<file path="src/pkg/hnb_pkg.sv">
// Package: constants and carriers for the host to narrow bus bridge
package hnb_pkg;
    localparam int HOST_DATA_W   = 32;
    localparam int NARROW_DATA_W = 16;
    localparam int HOST_ADDR_W   = 30;
    localparam int NARROW_ADDR_W = 23;
    localparam int BE_W          = 4;
    localparam int SYNC_STAGES   = 2;
    localparam int A20_POS       = 19;
    localparam int SNOOP_DEPTH   = 4;
    localparam int SNOOP_AW      = 2;
    localparam logic STRAP_SYNC_RST    = 1'b0;
    localparam logic STRAP_CACHE_RST   = 1'b0;
    localparam logic STRAP_FULLCLK_RST = 1'b0;
    localparam logic [BE_W-1:0] BE_NONE = 4'hf;

    typedef struct packed {
        logic write_read;
        logic mem_io;
        logic data_ctrl;
    } hnb_cycdef_s;

    typedef struct packed {
        logic sync_mode;
        logic cache_mode;
        logic full_clock;
    } hnb_strap_s;

    typedef enum logic [2:0] {
        ST_IDLE, ST_LOW, ST_WAIT_LOW, ST_HIGH, ST_WAIT_HIGH, ST_DONE, ST_RELEASED
    } hnb_state_e;
endpackage : hnb_pkg

</file>
<file path="src/rtl/hnb_bridge.sv">
// Host to narrow bus bridge: pin-level cycle translation, arbitration, straps
// Notes on behaviour
// - System reset fall latches narrow hold ack pin: high is synchronous.
// - System reset fall latches hold pin: high is cache mode.
// - Synchronous mode: ready strap picks full or half narrow clock.
// - Host cpu reset is narrow cpu reset synchronised.
// - Narrow cpu reset resets only the host cpu.
// - Cache mode: burst ready ends the cycle; burst last is not sampled.
// - Legacy mode: hold request while host bus is needed.
// - Cache mode: address hold for invalidation cycles.
// - Expansion memory write captures narrow address for snooping.
// - Narrow hold request: release bus, assert narrow hold ack.
// - Narrow strobe on valid cycle; wait for narrow ready.
// - Legacy mode: non-burst ready on host cycle completion.
// - Host cycle definition copied to narrow side.
// - Host byte enables mapped to narrow byte enables.
// - Data passes host to narrow on writes, back on reads.
// - Host address bits 31, 24..2; narrow bits 23..1.
// - Legacy mode: a20 block low forces address bit 20 low.
`timescale 1ns/1ps
module hnb_bridge (
    input  wire logic                              sys_clk,
    input  wire logic                              rst_b,
    input  wire logic                              system_reset_drive,
    input  wire logic                              hold_req_or_addr_hold_i,
    input  wire logic                              narrow_hold_ack_i,
    input  wire logic                              host_ready_i,
    input  wire logic                              narrow_cpu_reset_in,
    input  wire logic                              host_addr_strobe_n,
    input  wire hnb_pkg::hnb_cycdef_s              host_cycdef,
    input  wire logic [hnb_pkg::BE_W-1:0]          host_byte_enables_n,
    input  wire logic [hnb_pkg::HOST_ADDR_W-1:0]   host_addr_i,
    input  wire logic [hnb_pkg::HOST_DATA_W-1:0]   host_data_i,
    input  wire logic                              hold_ack_or_burst_last,
    input  wire logic                              a20_block_n,
    input  wire logic                              narrow_ready_n,
    input  wire logic                              narrow_hold_req,
    input  wire logic [hnb_pkg::NARROW_DATA_W-1:0] narrow_data_i,
    input  wire logic                              expansion_mem_write_n,
    input  wire logic [hnb_pkg::NARROW_ADDR_W-1:0] narrow_addr_i,
    input  wire logic                              invalidate_req,
    output hnb_pkg::hnb_strap_s                    strap,
    output logic                                   host_cpu_reset_out,
    output logic                                   hold_req_or_addr_hold_o,
    output logic                                   hold_req_or_addr_hold_oe,
    output logic                                   host_ready_n_o,
    output logic                                   burst_ready_n,
    output logic                                   host_ready_oe,
    output logic [hnb_pkg::HOST_DATA_W-1:0]        host_data_o,
    output logic                                   host_data_oe,
    output logic [hnb_pkg::HOST_ADDR_W-1:0]        host_addr_o,
    output logic                                   host_addr_oe,
    output logic [hnb_pkg::NARROW_ADDR_W-1:0]      narrow_address_bus,
    output logic [hnb_pkg::NARROW_DATA_W-1:0]      narrow_data_o,
    output logic                                   narrow_data_oe,
    output logic                                   narrow_addr_strobe_n,
    output hnb_pkg::hnb_cycdef_s                   narrow_cycdef,
    output logic                                   narrow_low_byte_enable_n,
    output logic                                   narrow_high_byte_enable_n,
    output logic                                   narrow_bus_oe,
    output logic                                   narrow_hold_ack_o,
    output logic                                   snoop_valid,
    output logic [hnb_pkg::NARROW_ADDR_W-1:0]      snoop_addr
);
    import hnb_pkg::*;

    // Host address bus index 0 is byte address bit 2, index 22 is bit 24, index 29 is bit 31
    localparam int HA_A20 = 18;

    // Byte pair is live when either byte enable is low
    function automatic logic pair_live(input logic [1:0] be_n);
        pair_live = ~&be_n;
    endfunction : pair_live

    // Strap capture
    hnb_strap_s strap_q;
    hnb_strap_s strap_d;
    logic       rst_drv_q;
    logic       rst_drv_d;

    always_comb begin
        rst_drv_d = system_reset_drive;
        strap_d   = strap_q;
        if (rst_drv_q && !system_reset_drive) begin
            strap_d.sync_mode  = narrow_hold_ack_i;
            strap_d.cache_mode = hold_req_or_addr_hold_i;
            strap_d.full_clock = narrow_hold_ack_i ? host_ready_i : 1'b0;
        end
    end

    always_ff @(posedge sys_clk or negedge rst_b) begin
        if (!rst_b) begin
            rst_drv_q <= 1'b0;
            strap_q   <= '{STRAP_SYNC_RST, STRAP_CACHE_RST, STRAP_FULLCLK_RST};
        end else begin
            rst_drv_q <= rst_drv_d;
            strap_q   <= strap_d;
        end
    end

    assign strap = strap_q;

    // Host reset resynchronised; feeds nothing but the pin
    hnb_sync u_rst_sync (
        .sys_clk (sys_clk),
        .rst_b   (rst_b),
        .din     (narrow_cpu_reset_in),
        .dout    (host_cpu_reset_out)
    );

    // Snoop capture
    logic [SNOOP_AW-1:0]      wr_idx_q;
    logic [SNOOP_AW-1:0]      wr_idx_d;
    logic [SNOOP_AW-1:0]      rd_idx_q;
    logic [SNOOP_AW-1:0]      rd_idx_d;
    logic                     expansion_mem_write_n_q;
    logic                     expansion_mem_write_n_d;
    logic                     capture;
    logic                     pend_q;
    logic                     pend_d;
    logic                     snoop_valid_q;
    logic                     snoop_valid_d;
    logic [NARROW_ADDR_W-1:0] mem_rd;
    logic [SNOOP_AW-1:0]      rd_sel;

    assign capture = !expansion_mem_write_n && !expansion_mem_write_n_q;
    // Entry being issued, so read data line up with snoop_valid
    assign rd_sel  = rd_idx_q - SNOOP_AW'(pend_q);

    always_comb begin
        expansion_mem_write_n_d        = !expansion_mem_write_n;
        wr_idx_d      = wr_idx_q;
        rd_idx_d      = rd_idx_q;
        pend_d        = pend_q;
        snoop_valid_d = 1'b0;
        if (capture) begin
            wr_idx_d = wr_idx_q + 1'b1;
        end
        if (pend_q) begin
            snoop_valid_d = 1'b1;
            pend_d        = 1'b0;
        end else if (rd_idx_q != wr_idx_q) begin
            rd_idx_d = rd_idx_q + 1'b1;
            pend_d   = 1'b1;
        end
    end

    always_ff @(posedge sys_clk or negedge rst_b) begin
        if (!rst_b) begin
            expansion_mem_write_n_q        <= 1'b0;
            wr_idx_q      <= '0;
            rd_idx_q      <= '0;
            pend_q        <= 1'b0;
            snoop_valid_q <= 1'b0;
        end else begin
            expansion_mem_write_n_q        <= expansion_mem_write_n_d;
            wr_idx_q      <= wr_idx_d;
            rd_idx_q      <= rd_idx_d;
            pend_q        <= pend_d;
            snoop_valid_q <= snoop_valid_d;
        end
    end

    hnb_snoop_mem u_snoop (
        .sys_clk (sys_clk),
        .wr_en   (capture),
        .wr_idx  (wr_idx_q),
        .wr_data (narrow_addr_i),
        .rd_idx  (rd_sel),
        .rd_data (mem_rd)
    );

    assign snoop_valid = snoop_valid_q;
    assign snoop_addr  = mem_rd;

    // Cycle engine
    hnb_state_e               st_q;
    hnb_state_e               st_d;
    hnb_cycdef_s              cyc_q;
    hnb_cycdef_s              cyc_d;
    logic [BE_W-1:0]          be_q;
    logic [BE_W-1:0]          be_d;
    logic [HOST_ADDR_W-1:0]   addr_q;
    logic [HOST_ADDR_W-1:0]   addr_d;
    logic [HOST_DATA_W-1:0]   data_q;
    logic [HOST_DATA_W-1:0]   data_d;
    logic                     ads_q;
    logic                     ads_d;
    logic                     rdy_q;
    logic                     rdy_d;
    logic                     burst_ready_n_q;
    logic                     burst_ready_n_d;
    logic                     hldout_q;
    logic                     hldout_d;
    logic                     hack_q;
    logic                     hack_d;
    logic                     dsel_q;
    logic                     dsel_d;
    logic                     burst_q;
    logic                     burst_d;
    logic [NARROW_ADDR_W-1:0] naddr;
    logic                     a20_gate;

    // narrow word address built from host bits 23..2 plus the half select
    assign a20_gate = strap_q.cache_mode | a20_block_n;
    always_comb begin
        naddr         = {addr_q[21:0], dsel_q};
        naddr[A20_POS] = addr_q[HA_A20] & a20_gate;
    end

    always_comb begin
        st_d     = st_q;
        cyc_d    = cyc_q;
        be_d     = be_q;
        addr_d   = addr_q;
        data_d   = data_q;
        ads_d    = 1'b1;
        rdy_d    = 1'b1;
        burst_ready_n_d   = 1'b1;
        dsel_d   = dsel_q;
        burst_d  = burst_q;
        hack_d   = hack_q;
        hldout_d = strap_q.cache_mode ? invalidate_req : 1'b0;
        case (st_q)
            ST_IDLE: begin
                if (narrow_hold_req) begin
                    st_d   = ST_RELEASED;
                    hack_d = 1'b1;
                end else if (!host_addr_strobe_n) begin
                    cyc_d   = host_cycdef;
                    be_d    = host_byte_enables_n;
                    addr_d  = host_addr_i;
                    data_d  = host_data_i;
                    burst_d = strap_q.cache_mode;
                    if (pair_live(host_byte_enables_n[1:0]) || !pair_live(host_byte_enables_n[3:2])) begin
                        st_d   = ST_LOW;
                        dsel_d = 1'b0;
                    end else begin
                        st_d   = ST_HIGH;
                        dsel_d = 1'b1;
                    end
                end
            end
            ST_LOW: begin
                ads_d = 1'b0;
                st_d  = ST_WAIT_LOW;
            end
            ST_WAIT_LOW: begin
                if (!narrow_ready_n) begin
                    if (!cyc_q.write_read) begin
                        data_d[15:0] = narrow_data_i;
                    end
                    if (pair_live(be_q[3:2])) begin
                        st_d   = ST_HIGH;
                        dsel_d = 1'b1;
                    end else begin
                        st_d = ST_DONE;
                    end
                end
            end
            ST_HIGH: begin
                ads_d = 1'b0;
                st_d  = ST_WAIT_HIGH;
            end
            ST_WAIT_HIGH: begin
                if (!narrow_ready_n) begin
                    if (!cyc_q.write_read) begin
                        data_d[31:16] = narrow_data_i;
                    end
                    st_d = ST_DONE;
                end
            end
            ST_DONE: begin
                if (burst_q) begin
                    burst_ready_n_d = 1'b0;
                end else begin
                    rdy_d = 1'b0;
                end
                st_d = ST_IDLE;
            end
            ST_RELEASED: begin
                if (!narrow_hold_req) begin
                    hack_d = 1'b0;
                    st_d   = ST_IDLE;
                end
            end
            default: st_d = ST_IDLE;
        endcase
        // Legacy mode: ask for the host bus while narrow master owns memory
        if (!strap_q.cache_mode && st_d == ST_RELEASED) begin
            hldout_d = 1'b1;
        end
    end

    always_ff @(posedge sys_clk or negedge rst_b) begin
        if (!rst_b) begin
            st_q     <= ST_IDLE;
            cyc_q    <= '0;
            be_q     <= BE_NONE;
            addr_q   <= '0;
            data_q   <= '0;
            ads_q    <= 1'b1;
            rdy_q    <= 1'b1;
            burst_ready_n_q   <= 1'b1;
            hldout_q <= 1'b0;
            hack_q   <= 1'b0;
            dsel_q   <= 1'b0;
            burst_q  <= 1'b0;
        end else begin
            st_q     <= st_d;
            cyc_q    <= cyc_d;
            be_q     <= be_d;
            addr_q   <= addr_d;
            data_q   <= data_d;
            ads_q    <= ads_d;
            rdy_q    <= rdy_d;
            burst_ready_n_q   <= burst_ready_n_d;
            hldout_q <= hldout_d;
            hack_q   <= hack_d;
            dsel_q   <= dsel_d;
            burst_q  <= burst_d;
        end
    end

    // Output registers
    logic [NARROW_ADDR_W-1:0] naddr_q;
    logic                     nble_q;
    logic                     nbhe_q;
    logic                     ndoe_q;
    logic                     hdoe_q;
    logic                     haoe_q;
    logic                     noe_q;
    logic [NARROW_DATA_W-1:0] ndata_q;
    logic                     granted;

    // in legacy mode host hold ack grants the host bus to the bridge
    assign granted = !strap_q.cache_mode && hldout_q && hold_ack_or_burst_last;

    always_ff @(posedge sys_clk or negedge rst_b) begin
        if (!rst_b) begin
            naddr_q <= '0;
            nble_q  <= 1'b1;
            nbhe_q  <= 1'b1;
            ndoe_q  <= 1'b0;
            hdoe_q  <= 1'b0;
            haoe_q  <= 1'b0;
            noe_q   <= 1'b0;
            ndata_q <= '0;
        end else begin
            naddr_q <= naddr;
            nble_q  <= dsel_d ? be_d[2] : be_d[0];
            nbhe_q  <= dsel_d ? be_d[3] : be_d[1];
            ndata_q <= dsel_d ? data_d[31:16] : data_d[15:0];
            ndoe_q  <= cyc_d.write_read && st_d inside {ST_LOW, ST_WAIT_LOW, ST_HIGH, ST_WAIT_HIGH};
            noe_q   <= st_d != ST_RELEASED;
            hdoe_q  <= !cyc_d.write_read && st_d == ST_DONE;
            haoe_q  <= granted || (strap_q.cache_mode && hldout_d);
        end
    end

    assign hold_req_or_addr_hold_o  = hldout_q;
    assign hold_req_or_addr_hold_oe = 1'b1;
    assign host_ready_n_o           = rdy_q;
    assign burst_ready_n            = burst_ready_n_q;
    assign host_ready_oe            = rst_drv_q ? 1'b0 : 1'b1;
    assign host_data_o              = data_q;
    assign host_data_oe             = hdoe_q;
    assign host_addr_o              = addr_q;
    assign host_addr_oe             = haoe_q;
    assign narrow_address_bus       = naddr_q;
    assign narrow_data_o            = ndata_q;
    assign narrow_data_oe           = ndoe_q;
    assign narrow_addr_strobe_n     = ads_q;
    assign narrow_cycdef            = cyc_q;
    assign narrow_low_byte_enable_n = nble_q;
    assign narrow_high_byte_enable_n = nbhe_q;
    assign narrow_bus_oe            = noe_q;
    assign narrow_hold_ack_o        = hack_q;
endmodule : hnb_bridge

</file>
<file path="src/rtl/hnb_snoop_mem.sv">
// Small store of captured snoop addresses with registered read
`timescale 1ns/1ps
module hnb_snoop_mem (
    input  wire logic                                sys_clk,
    input  wire logic                                wr_en,
    input  wire logic [hnb_pkg::SNOOP_AW-1:0]        wr_idx,
    input  wire logic [hnb_pkg::NARROW_ADDR_W-1:0]   wr_data,
    input  wire logic [hnb_pkg::SNOOP_AW-1:0]        rd_idx,
    output logic      [hnb_pkg::NARROW_ADDR_W-1:0]   rd_data
);
    import hnb_pkg::*;
    logic [NARROW_ADDR_W-1:0] mem_q [SNOOP_DEPTH];

    always_ff @(posedge sys_clk) begin
        if (wr_en) begin
            mem_q[wr_idx] <= wr_data;
        end
        rd_data <= mem_q[rd_idx];
    end
endmodule : hnb_snoop_mem

</file>
<file path="src/rtl/hnb_sync.sv">
// Two-stage synchroniser for the narrow cpu reset
`timescale 1ns/1ps
module hnb_sync (
    input  wire logic sys_clk,
    input  wire logic rst_b,
    input  wire logic din,
    output logic      dout
);
    import hnb_pkg::*;
    logic [SYNC_STAGES-1:0] pipe_q;
    logic [SYNC_STAGES-1:0] pipe_d;

    always_comb begin
        pipe_d = {pipe_q[SYNC_STAGES-2:0], din};
    end

    always_ff @(posedge sys_clk or negedge rst_b) begin
        if (!rst_b) begin
            pipe_q <= '0;
        end else begin
            pipe_q <= pipe_d;
        end
    end

    assign dout = pipe_q[SYNC_STAGES-1];
endmodule : hnb_sync
</file>
<file path="config.mk">
export PLATFORM = sky130hd
export DESIGN_NAME = hnb_bridge
export DESIGN_NICKNAME = d
export VERILOG_FILES = /design/src/pkg/hnb_pkg.sv /design/src/rtl/hnb_bridge.sv /design/src/rtl/hnb_snoop_mem.sv /design/src/rtl/hnb_sync.sv
export SDC_FILE = /design/constraint.sdc
export NUM_CORES = 1
export LEC_CHECK = 0
export ABC_AREA = 1
export BUFFER_PORTS_ARGS = -buffer_cell sky130_fd_sc_hd__buf_4
export CORE_AREA = 2 2 210 109
export DETAILED_ROUTE_END_ITERATION = 16
export DIE_AREA = 0 0 212 111
export MAX_ROUTING_LAYER = met4
export PLACE_DENSITY = 0.86
export SYNTH_ARGS = -nofsm -noshare
export SYNTH_HDL_FRONTEND = slang
export SYNTH_HIERARCHICAL = 1
export SYNTH_SLANG_ARGS = --single-unit
</file>
<file path="constraint.sdc">
create_clock -name sys_clk -period 3.1 [get_ports sys_clk]
set_clock_uncertainty 0.2 [all_clocks]
set_input_delay 0.155 -clock sys_clk [delete_from_list [all_inputs] [get_ports sys_clk]]
set_output_delay 0.155 -clock sys_clk [all_outputs]
set_load 0.01 [all_outputs]
</file>
* Word-level counts from Yosys, hierarchy flattened
Memories as Yosys holds them, arrays and structs flattened. A register that Yosys moved wholly into a read port is not among the register bits.
Index checks and enable logic that the tools add are counted.
** Word-level totals
- Flip-flop bits (word level) :: 137
- Logic and storage cells :: 131
- Input bits :: 122
- Memory bits (writable) :: 92
- Memories kept :: 1
** Memories
- u_snoop.mem_q :: depth 4, bits a word 23, read ports 1, clocked after memory_dff 1, write ports 1, RTL line hnb_snoop_mem.sv:12 : logic [NARROW_ADDR_W-1:0] mem_q [SNOOP_DEPTH];
** Cells by class
- Muxes and demuxes :: 48
- Add/sub/neg operators :: 3
- Bitwise operators :: 5
- Equal/unequal tests :: 16
- Reduce and logical (&&, ||, !) cells :: 26
** Operator list (number)
- two-way mux 16 bit :: 5
- two-way mux 32 bit :: 2
- one-hot mux 16 bit (2 select lines) :: 2
- two-way mux 3 bit :: 9
- two-way mux 1 bit :: 23
- equality test 3 bit (second input constant) :: 6
- one-hot mux 3 bit (6 select lines) :: 1
- equality test 3 x 2 -> 1 bit (second input constant) :: 4
- two-way mux 4 bit :: 3
- logical AND 1 bit :: 8
- AND reduction 2 bit :: 4
- equality test 3 x 1 -> 1 bit (second input constant) :: 2
- logical NOT 1 bit :: 6
- AND reduction 3 bit :: 2
- adder 2 x 1 -> 2 bit (second input constant) :: 2
- inequality test 2 bit (second input constant) :: 2
- one-hot mux 1 bit (2 select lines) :: 2
- nonzero test 4 bit :: 1
- logical NOT 3 bit :: 1
- inequality test 3 bit (second input constant) :: 1
- inverter 1 bit :: 3
- logical OR 1 bit :: 2
- two-way mux 2 bit :: 1
- inequality test 2 bit :: 1
- 5 further kinds :: 5

* Logic depth before layout (Yosys ltp)
- Depth after elaboration :: 12
- Mapped depth :: 12

* Hierarchy
The synthesis kept the hierarchy.
** By module, submodules not included
- hnb_bridge :: times used 1, area an instance 5570.3 um2, cells an instance 593, seq. area each 3389.5 um2
- hnb_snoop_mem :: times used 1, area an instance 4416.7 um2, cells an instance 390, seq. area each 3223.1 um2
- hnb_sync :: times used 1, area an instance 50.0 um2, cells an instance 2, seq. area each 50.0 um2

* Worst setup path before layout
Ideal clock, no wire load.
- Path type :: register to register
- Start point :: register expansion_mem_write_n_q
- End point :: memory u_snoop.mem_q[1][0] (enable)
- Setup time :: 0.432 ns
- Arrival time :: 2.213 ns
- Stages on the path, launching flop included :: 4
- Path buffers :: 0
- Slack :: 0.255 ns
- Path through :: dfrtp_1 > nor2_1 > inv_1 > nor3_1
** Between the ends
- Word-level cells in the longest chain between the ends :: 4
** RTL lines
- start, declared :: RTL line hnb_bridge.sv:116 : logic expansion_mem_write_n_q;
- start signal, assigned :: RTL line hnb_bridge.sv:156 : expansion_mem_write_n_q <= expansion_mem_write_n_d;
- logical NOT 1 bit :: RTL line hnb_bridge.sv:126 : assign capture = !expansion_mem_write_n && !expansion_mem_write_n_q;
- logical AND 1 bit :: RTL line hnb_bridge.sv:126
- via capture :: RTL line hnb_bridge.sv:118 : logic capture;
- two-way mux 1 bit :: RTL line hnb_snoop_mem.sv:15 : if (wr_en) begin
- two-way mux 1 bit (implied by the code) :: RTL line hnb_snoop_mem.sv:16 : mem_q[wr_idx] <= wr_data;
- end, declared :: RTL line hnb_snoop_mem.sv:12
The timed path passes the listed nets, and every way through them passes these cells.

* Worst setup path after layout
- Start point :: register st_q[1]
- End point :: register ndata_q[15], in the netlist narrow_data_o[15]
** Between the ends
- Word-level cells in the longest chain between the ends :: 3
- Elaborated cells on any way between the ends :: 7
- Those cells by class :: eq/ne (2); mux (4); reduce/logical (1)
** RTL lines
- start, declared :: RTL line hnb_bridge.sv:177 : hnb_state_e st_q;
- start signal, assigned :: RTL line hnb_bridge.sv:310 : st_q <= st_d;
- equality test 3 bit / logical NOT 3 bit (equally long branches) :: RTL line hnb_bridge.sv:224 : case (st_q)
- one-hot mux 16 bit (2 select lines) * :: RTL line hnb_bridge.sv:224
- via data_d[31] :: RTL line hnb_bridge.sv:186 : logic [HOST_DATA_W-1:0] data_d;
- two-way mux 16 bit * :: RTL line hnb_bridge.sv:353 : ndata_q <= dsel_d ? data_d[31:16] : data_d[15:0];
- end signal, assigned :: RTL line hnb_bridge.sv:353
- end, declared :: RTL line hnb_bridge.sv:333 : logic [NARROW_DATA_W-1:0] ndata_q;
Mark *: on every way through the listed nets, which the timed path passes. The rest lies on a longest branch.
A chain may end at the register's enable or synchronous reset.

==> impl_metrics.py <==
metrics = {
    "die": {
        "core-area_sq_um": 22000,
        "rows": 39,
        "ios": 267,
        "initial_core_util": 0.456,
        "dieWidth_um": 212,
        "die_height_um": 111,
        "fp.dieArea_sq_um": 23500,
    },
    "grt": {
        "grt_pass1_vias": 8733,
        "grt_first_pass_wirelength_mm": 46.3,
        "grt_max_degree": 79,
        "grt_usage": 0.261,
        "grt_overflow": 0,
        "antenna_found_initial": 3,
    },
    "finish": {
        "nets": 1494,
        "drive_above_1_share": 0.264,
        "fin_util": 0.646,
        "fin_cells": 1699,
        "area_delta_synth_final_pct": 41.6,
    },
    "clock_tree": {
        "cts.sinks": 252,
        "htree_levels": 1,
        "cts_tree": "done",
        "post-cts-setup-buffers": 0,
        "clockBufferDepth": 3,
        "root_buffer": "clkbuf_16",
        "worstSkewPairLatency_ns": 0.53,
        "cts_inserted_buffers": 23,
        "clk_pin_slew_ns": 0.07,
    },
    "yosys": {
        "synth_seq_area_share": 0.664,
        "synth_most_common_cell": "nand2_1",
        "syn_area_sq_um": 10000,
        "synth_edf_count": 92,
        "synth_commonest_cells": "380 x nand2_1, 128 x dfrtp_1, 110 x inv_1, 92 x edfxtp_1, 82 x nand3_1",
        "syn_nets": 1108,
        "async_flop_share": 0.544,
        "synth.distinct_cells": 36,
        "syn_inst": 985,
        "avgSynthCellArea_sq_um": 10.2,
        "ys_seq_elements": 252,
        "yosys.area.top_type": "dfrtp_1",
        "synth_top_flop_cell": "dfrtp_1",
        "yosysWarnings": 6,
        "synth_top_area_frac": 0.319,
        "yosys-top-cells-area": "dfrtp_1 32%, edfxtp_1 28%, nand2_1 14%",
    },
    "placement": {
        "hpwl_mm": 17.5,
        "place.gp.congestion": 0.881,
        "dp.cells": 1513,
        "port_buffers": 265,
    },
    "power_and_ir_drop": {
        "ir_drop_uv": 568,
        "power_uw": 13700,
        "p_int_uw": 8420,
        "powerDensity_nw_per_um2": 966,
        "clkPwrFrac": 0.197,
        "pwr-share-comb": 0.424,
        "pwr-share-seq": 0.379,
        "switchingPower_uw": 5310,
        "p_leak_uw": 0.00704,
        "swShare": 0.387,
    },
    "setup_path": {
        "end_kind": "register",
        "cp.arrival_ns": 3.17,
        "crit_fanout": 44,
        "critPathKind": "register to register",
        "path_cells": "inv_2, nand2_2, nor2_4, nand2_4, nand2_1, inv_2, nand2_1, nand3_1, dlygate4sd3_1, nand2_1, nand2_1",
        "crit_family": "buffers and inverters",
        "crit_slowest_cell": "dlygate4sd3_1",
        "max_stage_delay_ns": 0.65,
        "cp_num_buf_inv": 3,
        "critPathRequiredTime_ns": 3.35,
        "rrSetupSlack_ns": 0.18,
        "critPathLaunchType": "register",
        "path_common_cell": "nand2_1",
    },
    "timing": {
        "finalSetupTns_ns": 0,
        "hold_viol": 0,
        "fmax_mhz": 342,
        "worstMarginPinSlew_ns": 0.814,
        "grt_setup_unrepaired": "no",
        "period_share": 0.943,
        "setup_viol": 0,
        "hold_ws_ns": 0.0312,
        "drv_slew": 0,
        "relSlewSlack": 0.457,
        "finalCriticalPeriod_ns": 2.92,
    },
    "flow_run": {
        "drv_cap": 0,
    },
    "worst_hold_path": {
        "worstHoldPathType": "input port to async pin",
    },
    "drt": {
        "drt_iter0_markers": 801,
        "wl_per_cell_um": 17.5,
        "dr.pass1.iters": 7,
        "drt-total-wl_mm": 29.7,
        "remaining_drc_errors": 0,
        "vias": 8400,
        "post_drt_via_cell_ratio": 4.94,
        "ant_nets": 0,
    },
    "outcome": {
        "status": "finished, final reports clean",
    },
}
[through the flow]
stage	instance area [sq um]	setup slack (ns)
2_1_floorplan	10000	0.255
3_3_place_gp	12100	0.918
3_5_place_dp	12100	0.811
4_1_cts	14200	0.313
5_1_grt	14200	0.0180
6_report	14200	0.176
[area by class of cell]
| cell class | count | area, sq um |
|---|---|---|
| Timing Repair Buffer | 416 | 3490 |
| Tap cell | 307 | 384 |
| Clock inverter | 12 | 73.8 |
| Inverter | 118 | 450 |
| Sequential cell | 252 | 6660 |
| Multi-Input combinational cell | 560 | 2520 |
| Antenna cell | 4 | 10.0 |
| Fill cell | 1507 | 7790 |
| Clock buffer | 30 | 622 |
[sequential cells by signal, summed over array words and instances (netlist names), 4 cells and up]
signal              cells
host_addr_o            30
host_data_o            32
narrow_address_bus     23
u_snoop/rd_data        23
be_q                    4
u_snoop/mem_q          92
narrow_data_o          16
[layout by cell type, fill, tap and decap left out, drive strengths merged]
| master | n |
|---|---|
| clkbuf | 30 |
| xnor2 | 3 |
| inv | 120 |
| dfxtp | 23 |
| a21oi | 11 |
| clkinv | 7 |
| or4 | 1 |
| dlygate4sd3 | 140 |
| edfxtp | 92 |
| nand4 | 6 |
| o21a | 2 |
| nand2 | 402 |
| diode | 4 |
| a21o | 1 |
| conb | 1 |
| nor2 | 32 |
| nand3 | 87 |
| ha | 1 |
| xor2 | 3 |
| nor3 | 4 |
| o21ai | 5 |
| a21boi | 1 |
| dfrtp | 128 |
| clkinvlp | 3 |
| buf | 276 |
| dfstp | 9 |
[timing repair]
action,CTS,global route
hold buffers,140,0
endpoints found under the hold margin,274,0
resized for setup,0,0
setup endpoints to repair,0,0
[power groups by stage]
stage	combinational (uW)	sequential, uW	clock [uW]
global route	6300	5300	2890
finish	5820	5200	2700
detailed placement	5250	5200	0
global placement	5070	5190	0
CTS	5670	5170	2720
floorplan	3140	5410	0
[layer usage]
| layer | wire (um) | vias to the layer above | part of all wire | track usage |
|---|---|---|---|---|
| met2 | 14400 | 445 | 0.49 | 0.429 |
| met4 | 977 | 0 | 0.033 | 0.0854 |
| met1 | 11900 | 4052 | 0.40 | 0.324 |
| li1 | - | 3812 | - | - |
| met5 | 0 | - | 0 | - |
| met3 | 2400 | 91 | 0.081 | 0.0572 |
[worst paths after layout]
path                       depth (start not counted)                  from                        end
max                                               11               st_q[1]          narrow_data_o[15]
min                                                2                 rst_b           narrow_data_o[0]
max reg2reg                                       11               st_q[1]          narrow_data_o[15]
min reg2reg                                        0  u_rst_sync/pipe_q[0]       u_rst_sync/pipe_q[1]
max in group asynchronous                          3                 rst_b  narrow_high_byte_enable_n
min in group sys_clk                               2   narrow_cpu_reset_in       u_rst_sync/pipe_q[0]
[logic make-up after synthesis]
logic type,count (synthesis),share of synthesized area
buffers and inverters,173,0.0879
AND/OR/NAND/NOR,532,0.227
other,1,0.000374
AO/OA/AOI/OAI,20,0.0143
flip-flops,252,0.664
adder cells (fa/ha/maj),1,0.00125
XOR/XNOR,6,0.00524
(Power assumes the default switching activity.)
